[src/common/pisr_defs.svh]
/*
 Register offsets, field positions, write masks and reset values of the
 interrupt status block. Assumes inclusion before any module that uses it.
*/
`ifndef PISR_DEFS_SVH
`define PISR_DEFS_SVH

`define PISR_OFF_SUMMARY 8'h02
`define PISR_OFF_SRC 8'h04
`define PISR_OFF_MON 8'h05
`define PISR_OFF_RSTA 8'h08
`define PISR_OFF_RSTB 8'h09
`define PISR_OFF_MON_MASK 8'h0B
`define PISR_OFF_SRC_MASK 8'h0C
`define PISR_OFF_RSTA_MASK 8'h11
`define PISR_OFF_RSTB_MASK 8'h12

`define PISR_SUM_RESET 7
`define PISR_SUM_MON 5
`define PISR_SUM_SRC 2
`define PISR_SUM_BTN 0
`define PISR_SRC_BAT2 6
`define PISR_SRC_BAT1 5
`define PISR_SRC_ADP 4
`define PISR_SRC_HOT 3
`define PISR_MON_ADP_RM 4
`define PISR_MON_VDC 2
`define PISR_RSTA_BTN 5
`define PISR_RSTA_VR 4
`define PISR_RSTB_TEMP 1

`define PISR_SRC_RW 8'h78
`define PISR_MON_RW 8'h14
`define PISR_RSTA_RW 8'h30
`define PISR_RSTB_RW 8'h02

`define PISR_FLAGS_RST 8'h00
`define PISR_SRC_MASK_RST 8'h78
`define PISR_MON_MASK_RST 8'h14
`define PISR_RSTA_MASK_RST 8'h30
`define PISR_RSTB_MASK_RST 8'h02

// Arbitrary bus address, not tied to any product
`define PISR_I2C_DEV_ADDR 7'h30

`endif

[src/common/pisr_pkg.sv]
/*
 Types of the interrupt status block: monitor input bundle and the
 serial register port states. Assumes nothing of its surroundings.
*/
package pisr_pkg;

    typedef struct packed {
        logic second_battery_detect;
        logic first_battery_detect;
        logic adapter_present_event;
        logic die_hot_event;
        logic adapter_present_status;
        logic critical_supply_low;
        logic button_forced_reset;
        logic regulator_fault_reset;
        logic critical_temperature_reset;
        logic power_button_event;
    } pisr_monitor_type;

    typedef enum logic [3:0] {
        ST_IDLE = 4'h0,
        ST_ADDR = 4'h1,
        ST_ADDR_ACK = 4'h3,
        ST_PTR = 4'h2,
        ST_PTR_ACK = 4'h6,
        ST_WDATA = 4'h7,
        ST_WDATA_ACK = 4'h5,
        ST_RDATA = 4'h4,
        ST_MACK = 4'hC
    } pisr_state_type;

endpackage

[src/hw/pisr_top.sv]
/*
 Interrupt status block: serial register port, sticky flag registers,
 masks and summary. Assumes bus pins and monitor inputs are synchronous
 to core_clk_i and that the bus wire is resolved outside from the enable.
*/
`timescale 1ns/1ps
`include "pisr_defs.svh"

// Summary of operation
// - Summary bits 7,5,2 show pending groups
// - Summary bit 0 sticky button, write-one clears
// - Source bit 6 flags second battery detect
// - Source bit 5 flags first battery detect
// - Source bit 4 flags adapter detected
// - Source bit 3 flags die hot
// - Monitor bit 4 sets on adapter removal
// - Monitor bit 2 flags supply below threshold
// - Reset cause bit 5 flags button reset
// - Reset cause bit 4 flags regulator fault
// - Flag registers reset zero, reserved read zero
// - Mask bit per group flag, masked after reset; button flag has no mask
// - Second cause bit 1 flags critical temperature
module pisr_top
    import pisr_pkg::*;
#(
    parameter logic [6:0] DEV_ADDR = `PISR_I2C_DEV_ADDR
) (
    // Clock and reset
    input wire logic core_clk_i,
    input wire logic rst_b_i,
    // Serial register bus
    input wire logic scl_i,
    input wire logic sda_i,
    output logic sda_o,
    output logic sda_oe_b_o,
    // Monitor inputs
    input wire pisr_monitor_type mon_i
);
    pisr_state_type state, next_state;
    logic [2:0] cnt, next_cnt;
    logic [7:0] shreg, next_shreg;
    logic [7:0] ptr, next_ptr;
    logic ack_on, next_ack_on;
    logic rw, next_rw;
    logic wr_q, next_wr;
    logic [7:0] wr_addr, next_wr_addr;
    logic [7:0] wr_data, next_wr_data;
    logic scl_q, sda_q, adp_q;
    logic scl_rise, scl_fall, start_seen, stop_seen;
    logic [7:0] rd_data, byte_in;
    logic [7:0] src_flags, mon_flags, rsta_flags, rstb_flags;
    logic [7:0] src_set, mon_set, rsta_set, rstb_set;
    logic [7:0] src_mask, mon_mask, rsta_mask, rstb_mask;
    logic [7:0] summary;
    logic btn_flag;

    function automatic logic hit(input logic [7:0] a, input logic [7:0] off);
        return a == off;
    endfunction

    function automatic logic [7:0] w1c(input logic wr, input logic [7:0] a,
                                       input logic [7:0] off, input logic [7:0] d,
                                       input logic [7:0] rw_mask);
        return (wr && hit(a, off)) ? (d & rw_mask) : 8'h00;
    endfunction

    // Bus line sampling; pins arrive already synchronous
    always_ff @(posedge core_clk_i or negedge rst_b_i) begin
        if (!rst_b_i) begin
            scl_q <= 1'b1;
            sda_q <= 1'b1;
            adp_q <= 1'b0;
        end else begin
            scl_q <= scl_i;
            sda_q <= sda_i;
            adp_q <= mon_i.adapter_present_status;
        end
    end

    assign scl_rise = scl_i & ~scl_q;
    assign scl_fall = ~scl_i & scl_q;
    assign start_seen = scl_i & scl_q & sda_q & ~sda_i;
    assign stop_seen = scl_i & scl_q & ~sda_q & sda_i;
    assign byte_in = {shreg[6:0], sda_i};

    always_comb begin
        next_state = state;
        next_cnt = cnt;
        next_shreg = shreg;
        next_ptr = ptr;
        next_ack_on = ack_on;
        next_rw = rw;
        next_wr = 1'b0;
        next_wr_addr = wr_addr;
        next_wr_data = wr_data;
        if (stop_seen) begin
            next_state = ST_IDLE;
            next_ack_on = 1'b0;
        end else if (start_seen) begin
            next_state = ST_ADDR;
            next_cnt = 3'h0;
            next_ack_on = 1'b0;
        end else if (scl_rise) begin
            unique case (state)
                ST_ADDR, ST_PTR, ST_WDATA: begin
                    next_shreg = byte_in;
                    next_cnt = cnt + 3'h1;
                    if (cnt == 3'h7) begin
                        if (state == ST_ADDR) begin
                            next_rw = byte_in[0];
                            next_state = (byte_in[7:1] == DEV_ADDR) ? ST_ADDR_ACK : ST_IDLE;
                        end else if (state == ST_PTR) begin
                            next_ptr = byte_in;
                            next_state = ST_PTR_ACK;
                        end else begin
                            next_wr = 1'b1;
                            next_wr_addr = ptr;
                            next_wr_data = byte_in;
                            next_state = ST_WDATA_ACK;
                        end
                    end
                end
                ST_RDATA: begin
                    next_cnt = cnt + 3'h1;
                end
                ST_MACK: begin
                    // A missing acknowledge ends the read burst
                    if (sda_i) begin
                        next_state = ST_IDLE;
                    end else begin
                        next_ack_on = 1'b1;
                    end
                end
                default: begin
                end
            endcase
        end else if (scl_fall) begin
            unique case (state)
                ST_ADDR_ACK, ST_PTR_ACK, ST_WDATA_ACK: begin
                    next_ack_on = ~ack_on;
                    if (ack_on) begin
                        if (state == ST_ADDR_ACK && rw) begin
                            next_shreg = rd_data;
                            next_ptr = ptr + 8'h01;
                            next_state = ST_RDATA;
                        end else if (state == ST_ADDR_ACK) begin
                            next_state = ST_PTR;
                        end else if (state == ST_PTR_ACK) begin
                            next_state = ST_WDATA;
                        end else begin
                            next_ptr = ptr + 8'h01;
                            next_state = ST_WDATA;
                        end
                    end
                end
                ST_RDATA: begin
                    // The last bit stands through its high phase; turn over at its fall
                    next_shreg = {shreg[6:0], 1'b0};
                    next_state = (cnt == 3'h0) ? ST_MACK : ST_RDATA;
                end
                ST_MACK: begin
                    if (ack_on) begin
                        next_ack_on = 1'b0;
                        next_shreg = rd_data;
                        next_ptr = ptr + 8'h01;
                        next_state = ST_RDATA;
                    end
                end
                default: begin
                end
            endcase
        end
    end

    always_ff @(posedge core_clk_i or negedge rst_b_i) begin
        if (!rst_b_i) begin
            state <= ST_IDLE;
            cnt <= 3'h0;
            shreg <= 8'h00;
            ptr <= 8'h00;
            ack_on <= 1'b0;
            rw <= 1'b0;
            wr_q <= 1'b0;
            wr_addr <= 8'h00;
            wr_data <= 8'h00;
        end else begin
            state <= next_state;
            cnt <= next_cnt;
            shreg <= next_shreg;
            ptr <= next_ptr;
            ack_on <= next_ack_on;
            rw <= next_rw;
            wr_q <= next_wr;
            wr_addr <= next_wr_addr;
            wr_data <= next_wr_data;
        end
    end

    // Open drain: only ever pull low
    assign sda_o = 1'b0;
    assign sda_oe_b_o = ~((ack_on && state != ST_MACK && state != ST_IDLE)
                          || (state == ST_RDATA && !shreg[7]));

    // Flags stay set while their condition lasts, so a clear cannot hide it
    always_comb begin
        src_set = 8'h00;
        mon_set = 8'h00;
        rsta_set = 8'h00;
        rstb_set = 8'h00;
        src_set[`PISR_SRC_BAT2] = mon_i.second_battery_detect;
        src_set[`PISR_SRC_BAT1] = mon_i.first_battery_detect;
        src_set[`PISR_SRC_ADP] = mon_i.adapter_present_event;
        src_set[`PISR_SRC_HOT] = mon_i.die_hot_event;
        mon_set[`PISR_MON_ADP_RM] = adp_q & ~mon_i.adapter_present_status;
        mon_set[`PISR_MON_VDC] = mon_i.critical_supply_low;
        rsta_set[`PISR_RSTA_BTN] = mon_i.button_forced_reset;
        rsta_set[`PISR_RSTA_VR] = mon_i.regulator_fault_reset;
        rstb_set[`PISR_RSTB_TEMP] = mon_i.critical_temperature_reset;
    end

    // Write-one clears; reserved positions can never set
    pisr_flag_cell #(.WIDTH(8)) u_src (
        .core_clk_i(core_clk_i), .rst_b_i(rst_b_i), .set_i(src_set),
        .clr_i(w1c(wr_q, wr_addr, `PISR_OFF_SRC, wr_data, `PISR_SRC_RW)), .flag_o(src_flags)
    );
    pisr_flag_cell #(.WIDTH(8)) u_mon (
        .core_clk_i(core_clk_i), .rst_b_i(rst_b_i), .set_i(mon_set),
        .clr_i(w1c(wr_q, wr_addr, `PISR_OFF_MON, wr_data, `PISR_MON_RW)), .flag_o(mon_flags)
    );
    pisr_flag_cell #(.WIDTH(8)) u_rsta (
        .core_clk_i(core_clk_i), .rst_b_i(rst_b_i), .set_i(rsta_set),
        .clr_i(w1c(wr_q, wr_addr, `PISR_OFF_RSTA, wr_data, `PISR_RSTA_RW)), .flag_o(rsta_flags)
    );
    pisr_flag_cell #(.WIDTH(8)) u_rstb (
        .core_clk_i(core_clk_i), .rst_b_i(rst_b_i), .set_i(rstb_set),
        .clr_i(w1c(wr_q, wr_addr, `PISR_OFF_RSTB, wr_data, `PISR_RSTB_RW)), .flag_o(rstb_flags)
    );
    pisr_flag_cell #(.WIDTH(1)) u_btn (
        .core_clk_i(core_clk_i), .rst_b_i(rst_b_i), .flag_o(btn_flag),
        .set_i(mon_i.power_button_event),
        .clr_i(wr_q && hit(wr_addr, `PISR_OFF_SUMMARY) && wr_data[`PISR_SUM_BTN])
    );

    // Masks come up masked so no group flag reaches the summary unasked
    pisr_mask_reg #(.RESET_VAL(`PISR_SRC_MASK_RST), .RW_MASK(`PISR_SRC_RW)) u_src_m (
        .core_clk_i(core_clk_i), .rst_b_i(rst_b_i), .wdata_i(wr_data), .mask_o(src_mask),
        .wr_i(wr_q && hit(wr_addr, `PISR_OFF_SRC_MASK))
    );
    pisr_mask_reg #(.RESET_VAL(`PISR_MON_MASK_RST), .RW_MASK(`PISR_MON_RW)) u_mon_m (
        .core_clk_i(core_clk_i), .rst_b_i(rst_b_i), .wdata_i(wr_data), .mask_o(mon_mask),
        .wr_i(wr_q && hit(wr_addr, `PISR_OFF_MON_MASK))
    );
    pisr_mask_reg #(.RESET_VAL(`PISR_RSTA_MASK_RST), .RW_MASK(`PISR_RSTA_RW)) u_rsta_m (
        .core_clk_i(core_clk_i), .rst_b_i(rst_b_i), .wdata_i(wr_data), .mask_o(rsta_mask),
        .wr_i(wr_q && hit(wr_addr, `PISR_OFF_RSTA_MASK))
    );
    pisr_mask_reg #(.RESET_VAL(`PISR_RSTB_MASK_RST), .RW_MASK(`PISR_RSTB_RW)) u_rstb_m (
        .core_clk_i(core_clk_i), .rst_b_i(rst_b_i), .wdata_i(wr_data), .mask_o(rstb_mask),
        .wr_i(wr_q && hit(wr_addr, `PISR_OFF_RSTB_MASK))
    );

    always_comb begin
        summary = 8'h00;
        summary[`PISR_SUM_RESET] = |(rsta_flags & ~rsta_mask) | |(rstb_flags & ~rstb_mask);
        summary[`PISR_SUM_MON] = |(mon_flags & ~mon_mask);
        summary[`PISR_SUM_SRC] = |(src_flags & ~src_mask);
        summary[`PISR_SUM_BTN] = btn_flag;
    end

    // Unmapped offsets read zero
    always_comb begin
        unique case (ptr)
            `PISR_OFF_SUMMARY: rd_data = summary;
            `PISR_OFF_SRC: rd_data = src_flags;
            `PISR_OFF_MON: rd_data = mon_flags;
            `PISR_OFF_RSTA: rd_data = rsta_flags;
            `PISR_OFF_RSTB: rd_data = rstb_flags;
            `PISR_OFF_MON_MASK: rd_data = mon_mask;
            `PISR_OFF_SRC_MASK: rd_data = src_mask;
            `PISR_OFF_RSTA_MASK: rd_data = rsta_mask;
            `PISR_OFF_RSTB_MASK: rd_data = rstb_mask;
            default: rd_data = 8'h00;
        endcase
    end
endmodule

[src/hw/pisr_flag_cell.sv]
/*
 Vector of sticky flags: set by hardware, cleared by write-one.
 Assumes set and clear are single-cycle or level signals on core_clk_i.
*/
`timescale 1ns/1ps
module pisr_flag_cell #(
    parameter int WIDTH = 8
) (
    // Clock and reset
    input wire logic core_clk_i,
    input wire logic rst_b_i,
    // Set and clear
    input wire logic [WIDTH-1:0] set_i,
    input wire logic [WIDTH-1:0] clr_i,
    // Flags
    output logic [WIDTH-1:0] flag_o
);
    logic [WIDTH-1:0] next_flag;

    // Set wins over clear so an event in the clearing cycle is kept
    for (genvar i = 0; i < WIDTH; i++) begin : g_bit
        always_comb begin
            next_flag[i] = (flag_o[i] & ~clr_i[i]) | set_i[i];
        end
    end

    always_ff @(posedge core_clk_i or negedge rst_b_i) begin
        if (!rst_b_i) begin
            flag_o <= '0;
        end else begin
            flag_o <= next_flag;
        end
    end
endmodule

[src/hw/pisr_mask_reg.sv]
/*
 Software mask register with a write mask and reset value.
 Assumes a one-cycle write strobe on core_clk_i.
*/
`timescale 1ns/1ps
module pisr_mask_reg #(
    parameter logic [7:0] RESET_VAL = 8'hFF,
    parameter logic [7:0] RW_MASK = 8'hFF
) (
    // Clock and reset
    input wire logic core_clk_i,
    input wire logic rst_b_i,
    // Write port
    input wire logic wr_i,
    input wire logic [7:0] wdata_i,
    // Mask value
    output logic [7:0] mask_o
);
    logic [7:0] next_mask;

    always_comb begin
        next_mask = wr_i ? (wdata_i & RW_MASK) : mask_o;
    end

    always_ff @(posedge core_clk_i or negedge rst_b_i) begin
        if (!rst_b_i) begin
            mask_o <= RESET_VAL;
        end else begin
            mask_o <= next_mask;
        end
    end
endmodule

[config.mk]
export PLATFORM = sky130hd
export DESIGN_NAME = pisr_top
export DESIGN_NICKNAME = d
export VERILOG_FILES = /design/src/common/pisr_pkg.sv /design/src/hw/pisr_top.sv /design/src/hw/pisr_flag_cell.sv /design/src/hw/pisr_mask_reg.sv
export VERILOG_INCLUDE_DIRS = /design/src /design/src/common
export SDC_FILE = /design/constraint.sdc
export NUM_CORES = 1
export LEC_CHECK = 0
export BUFFER_PORTS_ARGS = -buffer_cell sky130_fd_sc_hd__buf_2
export CAP_MARGIN = 20
export CORE_UTILIZATION = 45
export CTS_CLUSTER_SIZE = 25
export DETAILED_ROUTE_END_ITERATION = 6
export PLACE_DENSITY = 0.6
export SETUP_SLACK_MARGIN = 0.4
export SLEW_MARGIN = 20
export SYNTH_ARGS = -nofsm -noshare
export SYNTH_HDL_FRONTEND = slang
export SYNTH_SLANG_ARGS = --single-unit
[constraint.sdc]
create_clock -name core_clk_i -period 2 [get_ports core_clk_i]
set_clock_uncertainty 0.1 [all_clocks]
set_input_delay 0.3 -clock core_clk_i [delete_from_list [all_inputs] [get_ports core_clk_i]]
set_output_delay 0.3 -clock core_clk_i [all_outputs]
set_load 0.02 [all_outputs]
Word-level counts from Yosys, hierarchy flattened
Index checks and enable logic that the tools add are counted.
W data, S select, Z words.
{ "word_totals": {"register_bits": 86, "latch_bits": 0, "ram_bits": 0, "mem_bits_ro": 0, "inputBits": 14, "out_inout_bits": 2, "wordCells": 269, "memories": 0} }
{ "classes": {"n_addsub": 2, "n_mul": 0, "div_mod_pow": 0, "n_lt_le_gt_ge": 0, "n_eq_ne": 45, "shifts": 0, "muxes": 57, "bitwise_logic": 104, "n_reduce_logical": 40} }
{ "op_table": {"columns": ["cell", "n"], "rows": [
  ["$mux W8", 17],
  ["$pmux W8 S9", 1],
  ["$eq A8 B4 Y1 const B", 8],
  ["$and A1 B1 Y1", 41],
  ["$mux W4", 9],
  ["$and A8 B8 Y8", 4],
  ["$eq A8 B3 Y1 const B", 4],
  ["$eq A8 B5 Y1 const B", 4],
  ["$not A1 Y1", 32],
  ["$reduce_or A8 Y1", 4],
  ["$pmux W8 S3", 1],
  ["$ne A5 B5 Y1 const B", 4],
  ["$mux W3", 6],
  ["$eq A4 B3 Y1 const B", 4],
  ["$eq A8 B2 Y1 const B", 2],
  ["$pmux W8 S2", 1],
  ["$reduce_bool A4 Y1", 4],
  ["$logic_and A1 B1 Y1", 14],
  ["$reduce_and A7 Y1", 2],
  ["$mux W1", 13],
  ["$ne A4 B4 Y1 const B", 3],
  ["$not A1 Y1 const A", 12],
  ["$pmux W4 S3", 1],
  ["$reduce_and A12 Y1", 1],
  ["other kinds (36)", 56]
]} }

Logic depth before layout (Yosys ltp)
Gate-level depths: netlist (run 1).
{ "depth": {"ltp_word": 10, "mapped_depth": 11, "depth_no_buf": 8} }

Cells and area by module
A second synthesis (run 1) with hierarchy kept.
{ "unflattened": {"cells_unflattened": 584, "area_unflattened_um2": 5327.6} }
{ "modules_own_cells": {"columns": ["mod", "n_inst", "cells_per_inst", "area_each_um2", "seq_area_each_um2"], "rows": [
  ["pisr_top", 1, 440, 3601.0, 1128.6],
  ["pisr_flag_cell at u_mon ...", 4, 24, 290.3, 200.2],
  ["pisr_mask_reg at u_mon_m ...", 2, 11, 123.9, 52.6],
  ["pisr_mask_reg at u_src_m", 1, 13, 183.9, 105.1],
  ["pisr_mask_reg at u_rstb_m", 1, 10, 97.6, 26.3],
  ["pisr_flag_cell at u_btn", 1, 3, 36.3, 25.0]
]} }

Worst setup path before layout (run 1)
Ideal clock, no wire load.
{ "synth_timing": {"path_kind": "register to register", "startpoint": "register scl_q", "endpoint": "register shreg[1]", "setup_time_ns": 0.130, "t_arrival_ns": 1.944, "required_time_ns": 1.770, "slack_ns": -0.174, "stages_incl_launch_ff": 11, "synth_period_minus_slack_ns": 2.174, "cell_sequence": "dfstp_2 > inv_1 > ha_1 > buf_2 > nor2_1 > or3_1 > a31oi_1 > or4_1 > buf_2 > a221oi_1 > a21oi_1"} }
{ "synth_via": {"elab_chain_len": 5} }
{ "synth_lines": {"columns": ["element", "line", "rtl"], "rows": [
  ["from (decl)", "pisr_top.sv:48", "logic scl_q, sda_q, adp_q;"],
  ["from (signal assigned)", "pisr_top.sv:74", "scl_q <= scl_i;"],
  ["$and A1 B1 Y1", "pisr_top.sv:82, pisr_top.sv:83", null],
  ["$and A1 B1 Y1 (on tied branches) (2 in a row)", "pisr_top.sv:82, pisr_top.sv:83", null],
  ["$not A1 Y1 (no source line)", null, null],
  ["$reduce_and A8 Y1 (no source line)", null, null],
  ["to (signal assigned)", "pisr_top.sv:189", "shreg <= next_shreg;"],
  ["to (decl)", "pisr_top.sv:41", "logic [7:0] shreg, next_shreg;"]
]} }
Several ways; a longest one is shown, not always the timed one.
A chain may end at the register's enable or synchronous reset.

Worst setup path after layout (run 1)
{ "layout_timing": {"startpoint": "register state[2]", "endpoint": "register ptr[5]"} }
{ "layout_via": {"elab_chain_len": 7} }
{ "layout_lines": {"columns": ["element", "line", "rtl"], "rows": [
  ["from (decl)", "pisr_top.sv:39", "pisr_state_type state, next_state;"],
  ["from (signal assigned)", "pisr_top.sv:187", "state <= next_state;"],
  ["$eq A4 B2 Y1", "pisr_top.sv:138, pisr_top.sv:142, pisr_top.sv:146", null],
  ["$logic_and A1 B1 Y1", "pisr_top.sv:142", "if (state == ST_ADDR_ACK && rw) begin"],
  ["$mux W8", "pisr_top.sv:142", null],
  ["$mux W8", "pisr_top.sv:141", "if (ack_on) begin"],
  ["$pmux W8 S2", "pisr_top.sv:138", "unique case (state)"],
  ["$mux W8", "pisr_top.sv:137", "end else if (scl_fall) begin"],
  ["$mux W8", "pisr_top.sv:103", "end else if (scl_rise) begin"],
  ["to (signal assigned)", "pisr_top.sv:190", "ptr <= next_ptr;"],
  ["to (decl)", "pisr_top.sv:42", "logic [7:0] ptr, next_ptr;"]
]} }
Several ways; a longest one is shown, not always the timed one. The select of a mux whose other input is x is not followed.

==> key figures, run 1 <==
Detailed routing
  • Detailed-router iteration count before antenna repair: 5
  • DRC errors left: 0
  • Vias/cell: 5.667
  • Antenna-violating nets left: 0
  • DRT iter0 DRCs: ~300
  • Vias: around 3400
  • DR WL/cell: around 18 um
  • DRT Wirelength: around 11000 um

Synthesis
  • Synthesis warning total: 0
  • XOR/XNOR Fraction of Synth Area: less than 1%
  • Syn_nets: between 400 and 500
  • Ys flop type: dfrtp_1
  • Async SR Flop Fraction: between 90% and 100%
  • Avg Cell Area, Syn: around 9.7 um2
  • Post-synth EDFFs: 0
  • Post-Synthesis Cells: between 300 and 400
  • Mux cell area share after synthesis: 10.41%
  • Complex-gate fraction of the synthesized area: 16.66%
  • Synth cell types: 66
  • Seq cells post-synth: between 60 and 70
  • Simple-gate share of the synthesized area: between 20% and 30%
  • Post-synthesis adder-cell area fraction: around 3.1%
  • Netlist Area Pre-Place: between 3000 and 4000 um2
  • Largest family of logic cells by synthesized area: simple AND/OR/NAND/NOR gates
  • Post-synthesis sequential area ratio: a little over two fifths

CTS
  • Longest Clk Path Bufs: 2
  • CTS H-tree depth: 3
  • Clock Tree Root: clkbuf_8
  • Worst-path clk slew: ~80 ps
  • Clock sink count: 63
  • TritonCTS buffer count: 9
  • Clock Latency Late Sink: between 300 and 400 ps
  • CTS tree: built

Setup path
  • CP Cell Sequence: buf_6 -> buf_4 -> and4bb_2 -> nor2_4 -> o221ai_2 -> and4b_2 -> buf_6 -> a31o_1 -> a21oi_1
  • CP max stage cell: dfrtp_2
  • Crit Path Category: flop to flop
  • Buf+Inv Stages, Crit Path: 3
  • Crit end category: flop
  • Critical path's most frequent cell: buf_6
  • Required @ worst endpoint: about 2200 ps
  • Critical Path Source Type: flop
  • CP peak stage delay: about 470 ps
  • Critical path fanouts, max: 6
  • Family with the most delay on the worst path: simple AND/OR/NAND/NOR gates
  • Arrival time worst endpoint: approximately 2300 ps

Finish
  • Layout Utilization: between 60% and 70%
  • Non-filler cells, final: between 500 and 600
  • Antenna Cells: 0
  • NumNets Final: 510
  • Synthesis-to-finish area growth: 43.55%
  • Layout cells sized above 1: a little under half

Die
  • # IOs: 16
  • DIE AREA: 8563 um2
  • Initial core utilization: 47.24%
  • Core area: 7807 um2
  • Die width: ~93 um
  • Die Y: a little over 90 um
  • Row cnt: 32

Outcome
  • Status: finished with violations
  • Failing checks: negative setup slack

STA
  • Final setup fails: 21
  • Final Hold Vio Count: 0
  • Worst slew pin tran: around 470 ps
  • Max Clk Rate: approximately 470 MHz
  • Final hold slack: between 20 and 30 ps
  • Fin. max-slew vios: 0
  • Final Cycle Share: 106.5%
  • RSZ-0062 raised after global routing: true
  • Final min period: roughly 2100 ps
  • Slew margin rel.: slightly below 70%
  • Setup ws final: -129.4 ps

Place
  • Dpl cells: about 550
  • Final HPWL DP: just over 7000 um
  • Place WS: -170.2 ps
  • Global placer's final weighted congestion: around 0.88
  • PortBufs: 14

GRT
  • Grt ovf: 0
  • GRT Util Overall: 25.97%
  • First-pass GRT wire length: around 17000 um
  • Vias in the first global route: around 3300
  • Initial antenna violation count: 0
  • Largest net degree at the start of global routing: 64

Pwr
  • Leakage dissipation: around 2.3 nW
  • Pwr Total: about 6.3 mW
  • Pwr/cell area: between 1000 and 1500 nW/um2
  • Worst VDD drop: 0.0006456 V

Run
  • Max Cap Viol: 0

Min path
  • Worst min-delay path category: primary input to flop
[logic make-up (layout without fill, tap and decap cells)]
family	Yosys count	in the layout
muxes	35	35
xor gates and xnor gates	2	2
adders and majority gates	9	9
AOI/OAI and AO/OA	91	91
other	1	1
DFF	63	63
buffers and inverters	43	153
and+or+nand+nor	138	138
[metrics by stage]
step | cell area (um2) | setup TNS (ps)
floorplan | 3806 | -1387
global placement | 4397 | -3276
detailed placement | 4397 | -3693
CTS | 5049 | -1360
global route | 5295 | -3627
finish | 5295 | -2027
[sequential cells by signal (all words and copies together), names as in the netlist, 3 cells and up]
register,flops
shreg,8
cnt,3
state,4
ptr,8
wr_data,7
u_src_m.mask_o,4
u_src.flag_o,4
wr_addr,8
[cell type report]
| cell class | instances | area [um2] |
|---|---|---|
| clock inverter | 6 | 61.31 |
| sequential | 63 | 1594 |
| multi-input combinational | 276 | 2338 |
| fill | 620 | 2512 |
| clock buffer | 10 | 127.6 |
| timing repair buffer | 113 | 955.9 |
| tap | 102 | 127.6 |
| inverter | 24 | 90.09 |
[where the power goes]
part | leakage, nW | internal, mW | switching [mW]
combinational | 1.48 | 1.76 | 1.54
clock | 0.0960 | 0.572 | 0.536
sequential | 0.732 | 1.54 | 0.355
total | 2.31 | 3.87 | 2.43
[placed cells by master, fill, tap and decap left out, types with 5 or more instances in the layout]
master and instances:
dfrtp_1 49, a21oi_2 6, clkbuf_8 9, mux2_4 22
buf_2 14, inv_1 22, o21ai_0 10, nor2_2 5
o21ai_1 5, mux2i_1 11, nand2_1 21, a21oi_1 16
a21o_1 9, nor3_1 9, buf_6 18, dfstp_2 11
nand3_1 23, ha_1 6, nand2_2 9, buf_4 73
nor2_1 17
[worst paths after layout]
path                          start                end  slack, ps  depth (start not counted)
hold reg to reg               adp_q    u_mon.flag_o[4]        390                          1
min in group asynchronous   rst_b_i           state[1]        390                          3
setup reg to reg           state[2]             ptr[5]       -130                          9
max in group asynchronous   rst_b_i  u_src_m.mask_o[3]       1060                          3
setup / recovery           state[2]             ptr[5]       -130                          9
hold / removal             mon_i[7]    u_src.flag_o[4]         30                          2
[timing repair]
item / in CTS / in global routing
gates cloned: 2 / 1
setup endpoints to repair: 58 / 60
endpoints found under the hold margin: 54 / 0
pin swaps: 23 / 23
hold buffers: 3 / 0
gates resized for setup: 65 / 48
setup buffers: 16 / 8
[synthesized netlist by cell type (all sizes together), types with 5 or more instances]
library cell,instances,area share [%]
a21o,9,1.8
dfrtp,52,35
mux2i,11,3.0
mux2,24,7.4
a21oi,22,3.0
nor3,13,1.8
buf,15,3.2
o21ai,17,2.3
inv,23,2.3
nor2b,5,0.85
nand2,31,3.4
nor4,5,0.85
o22ai,6,1.0
nor2,25,2.6
and3,6,1.0
ha,9,3.1
nand3,27,3.7
nor4b,5,1.9
dfstp,11,7.8
nand2b,6,1.0
[per-layer routing]
metal / part of all wire (%) / global-route usage, % / wire [um]
met5: 0 / 0 / 0
met4: 0.96 / 6.510 / 104
met3: 4.2 / 3.612 / 455
met2: 46 / 39.44 / 5009
met1: 48 / 38.81 / 5210
(Power assumes the default switching activity.)
==> run 2, diff against run 1 <==
--- a/config.mk
+++ b/config.mk
@@ -8,10 +8,10 @@
 export LEC_CHECK = 0
 export BUFFER_PORTS_ARGS = -buffer_cell sky130_fd_sc_hd__buf_2
 export CAP_MARGIN = 20
-export CORE_UTILIZATION = 45
+export CORE_UTILIZATION = 52
 export CTS_CLUSTER_SIZE = 25
 export DETAILED_ROUTE_END_ITERATION = 6
-export PLACE_DENSITY = 0.6
+export PLACE_DENSITY = 0.68
 export SETUP_SLACK_MARGIN = 0.4
 export SLEW_MARGIN = 20
 export SYNTH_ARGS = -nofsm -noshare
==> key figures, run 2 (same netlist as run 1, synthesis figures left out) <==
Outcome
  • Status: finished with violations
  • Failing checks: negative setup slack

CTS
  • TritonCTS buffer count: 9
  • Clock Latency Late Sink: 340 ps
  • Clock sink count: 63
  • Longest Clk Path Bufs: 2
  • CTS H-tree depth: 3
  • CTS tree: built
  • Worst-path clk slew: approximately 70 ps
  • Clock Tree Root: clkbuf_8

Min path
  • Hold Path Stages: 1
  • Worst min-delay path category: primary input to flop
  • WHS Endpoint: scl_q
  • Worst hold start: scl_i

Setup path
  • CP max stage cell: dfrtp_2
  • CP Cell Sequence: buf_6 -> o21ba_4 -> a21oi_2 -> a31oi_4 -> or4_4 -> buf_6 -> a221oi_2 -> a21oi_1
  • Critical Path Source Type: flop
  • Family with the most delay on the worst path: compound AO/OA/AOI/OAI gates
  • Crit end category: flop
  • Worst Reg2Reg Path Length in Cells: 8
  • FF-to-FF End: shreg[1]
  • Critical path fanouts, max: 8
  • Start of the worst register-to-register path: state[2]
  • Register-to-Register Setup Slack: -140 ps
  • Crit Path Category: flop to flop
  • Critical path's most frequent cell: buf_6
  • Required @ worst endpoint: about 2100 ps
  • Arrival time worst endpoint: around 2300 ps
  • Buf+Inv Stages, Crit Path: 2
  • CP peak stage delay: about 490 ps

Die
  • # IOs: 16
  • Die Y: approximately 86 um
  • DIE AREA: between 7000 and 8000 um2
  • Row cnt: 30
  • Core area: 6832 um2
  • Initial core utilization: a little over half
  • Die width: ~86 um

STA
  • Final setup fails: 32
  • Final Hold Vio Count: 0
  • Final min period: roughly 2100 ps
  • Setup TNS: -1968 ps
  • Final hold slack: between 10 and 15 ps
  • Fin. max-slew vios: 0
  • Max Clk Rate: ~470 MHz
  • Setup ws final: -135.3 ps
  • RSZ-0062 raised after global routing: true
  • Final Cycle Share: 106.8%

Finish
  • Most frequent cells in the layout: 69 x buf_4, 49 x dfrtp_1, 24 x nand3_1
  • Layout cells sized above 1: about half
  • NumNets Final: between 500 and 600
  • Fillers: between 400 and 500
  • Leading cell type in the layout, fill and taps excluded: buf_4
  • Regs by FF count: ptr (8), shreg (8), wr_addr (8)
  • Layout Utilization: between 70% and 80%
  • Final Cell Area: between 5000 and 6000 um2
  • Synthesis-to-finish area growth: 44.23%
  • Antenna Cells: 0
  • Non-filler cells, final: roughly 580

Detailed routing
  • Routed wl met3: 640 um
  • Vias/cell: roughly 5.9
  • DRC errors left: 0
  • Detailed-router iteration count before antenna repair: 5
  • DRT Wirelength: between 10000 and 15000 um
  • Vias: approximately 3400
  • DR top layer: met4
  • M1 wire length: about 5000 um
  • DR WL/cell: between 15 and 20 um
  • Antenna-violating nets left: 0
  • Met2 WL: just over 5000 um
  • DRT iter0 DRCs: 274

GRT
  • Initial antenna violation count: 0
  • GRT Util Overall: roughly a third
  • Grt ovf: 0
  • Vias in the first global route: between 3000 and 4000
  • First-pass GRT wire length: about 18000 um
  • Largest net degree at the start of global routing: 33

Place
  • PortBufs: 14
  • Place WS: -246.9 ps
  • Final HPWL DP: around 7400 um
  • Dpl cells: 544
  • Global placer's final weighted congestion: approximately 0.95
  • Placed cell area: 4404 um2

Pwr
  • Pwr/cell area: approximately 1200 nW/um2
  • Leakage dissipation: 2.290 nW
  • Pwr Total: 6.541 mW
  • Worst VDD drop: approximately 0.00084 V

Run
  • Max Cap Viol: 0
## run 2: cell types whose count changed in the layout (fill, tap and decap cells not counted), moves of 2 or more
| cell | previous run | this run |
|---|---|---|
| o21ai_0 | 10 | 7 |
| buf_4 | 73 | 69 |
| clkbuf_8 | 9 | 11 |
| clkinvlp_4 | 1 | 3 |
| o21ai_2 | 2 | 4 |
| nand2_2 | 9 | 7 |
| clkinv_2 | 3 | 1 |
## run 2: repair_timing
item,4_1_cts,5_1_grt
hold buffers,2,0
setup buffers,14,4
pin swaps,28,17
endpoints found under the hold margin,16,0
endpoints found under the setup margin,58,60
gates resized for setup,84,39
gates cloned,2,0
## run 2: final cells by class
class / instances / area (um2) / area share [%]
timing repair buffer: 107 / 904.6 / 17.00
inverter: 24 / 93.84 / 1.764
multi-input combinational: 276 / 2376 / 44.66
sequential: 63 / 1594 / 29.96
clock inverter: 5 / 80.08 / 1.505
clock buffer: 11 / 151.4 / 2.846
tap: 96 / 120.1 / 2.258
## run 2: worst max path at each step
stage	from	end	cells past startpoint
3_3_place_gp	state[1]	state[0]	8
3_5_place_dp	state[1]	state[0]	8
5_1_grt	state[0]	shreg[1]	7
2_1_floorplan	state[2]	shreg[0]	8
6_report	state[2]	shreg[1]	8
4_1_cts	state[0]	ptr[5]	8
## run 2: routing by layer
metal,global-route usage (%),vias to the layer above
met1,44.83,1701
met4,10.91,0
met3,6.476,20
met2,49.64,116
met5,0,-
li1,-,1594
## run 2: where the power goes
part	switching [mW]	internal (mW)
Combinational	1.60	1.74
Sequential	0.365	1.54
Clock	0.526	0.767
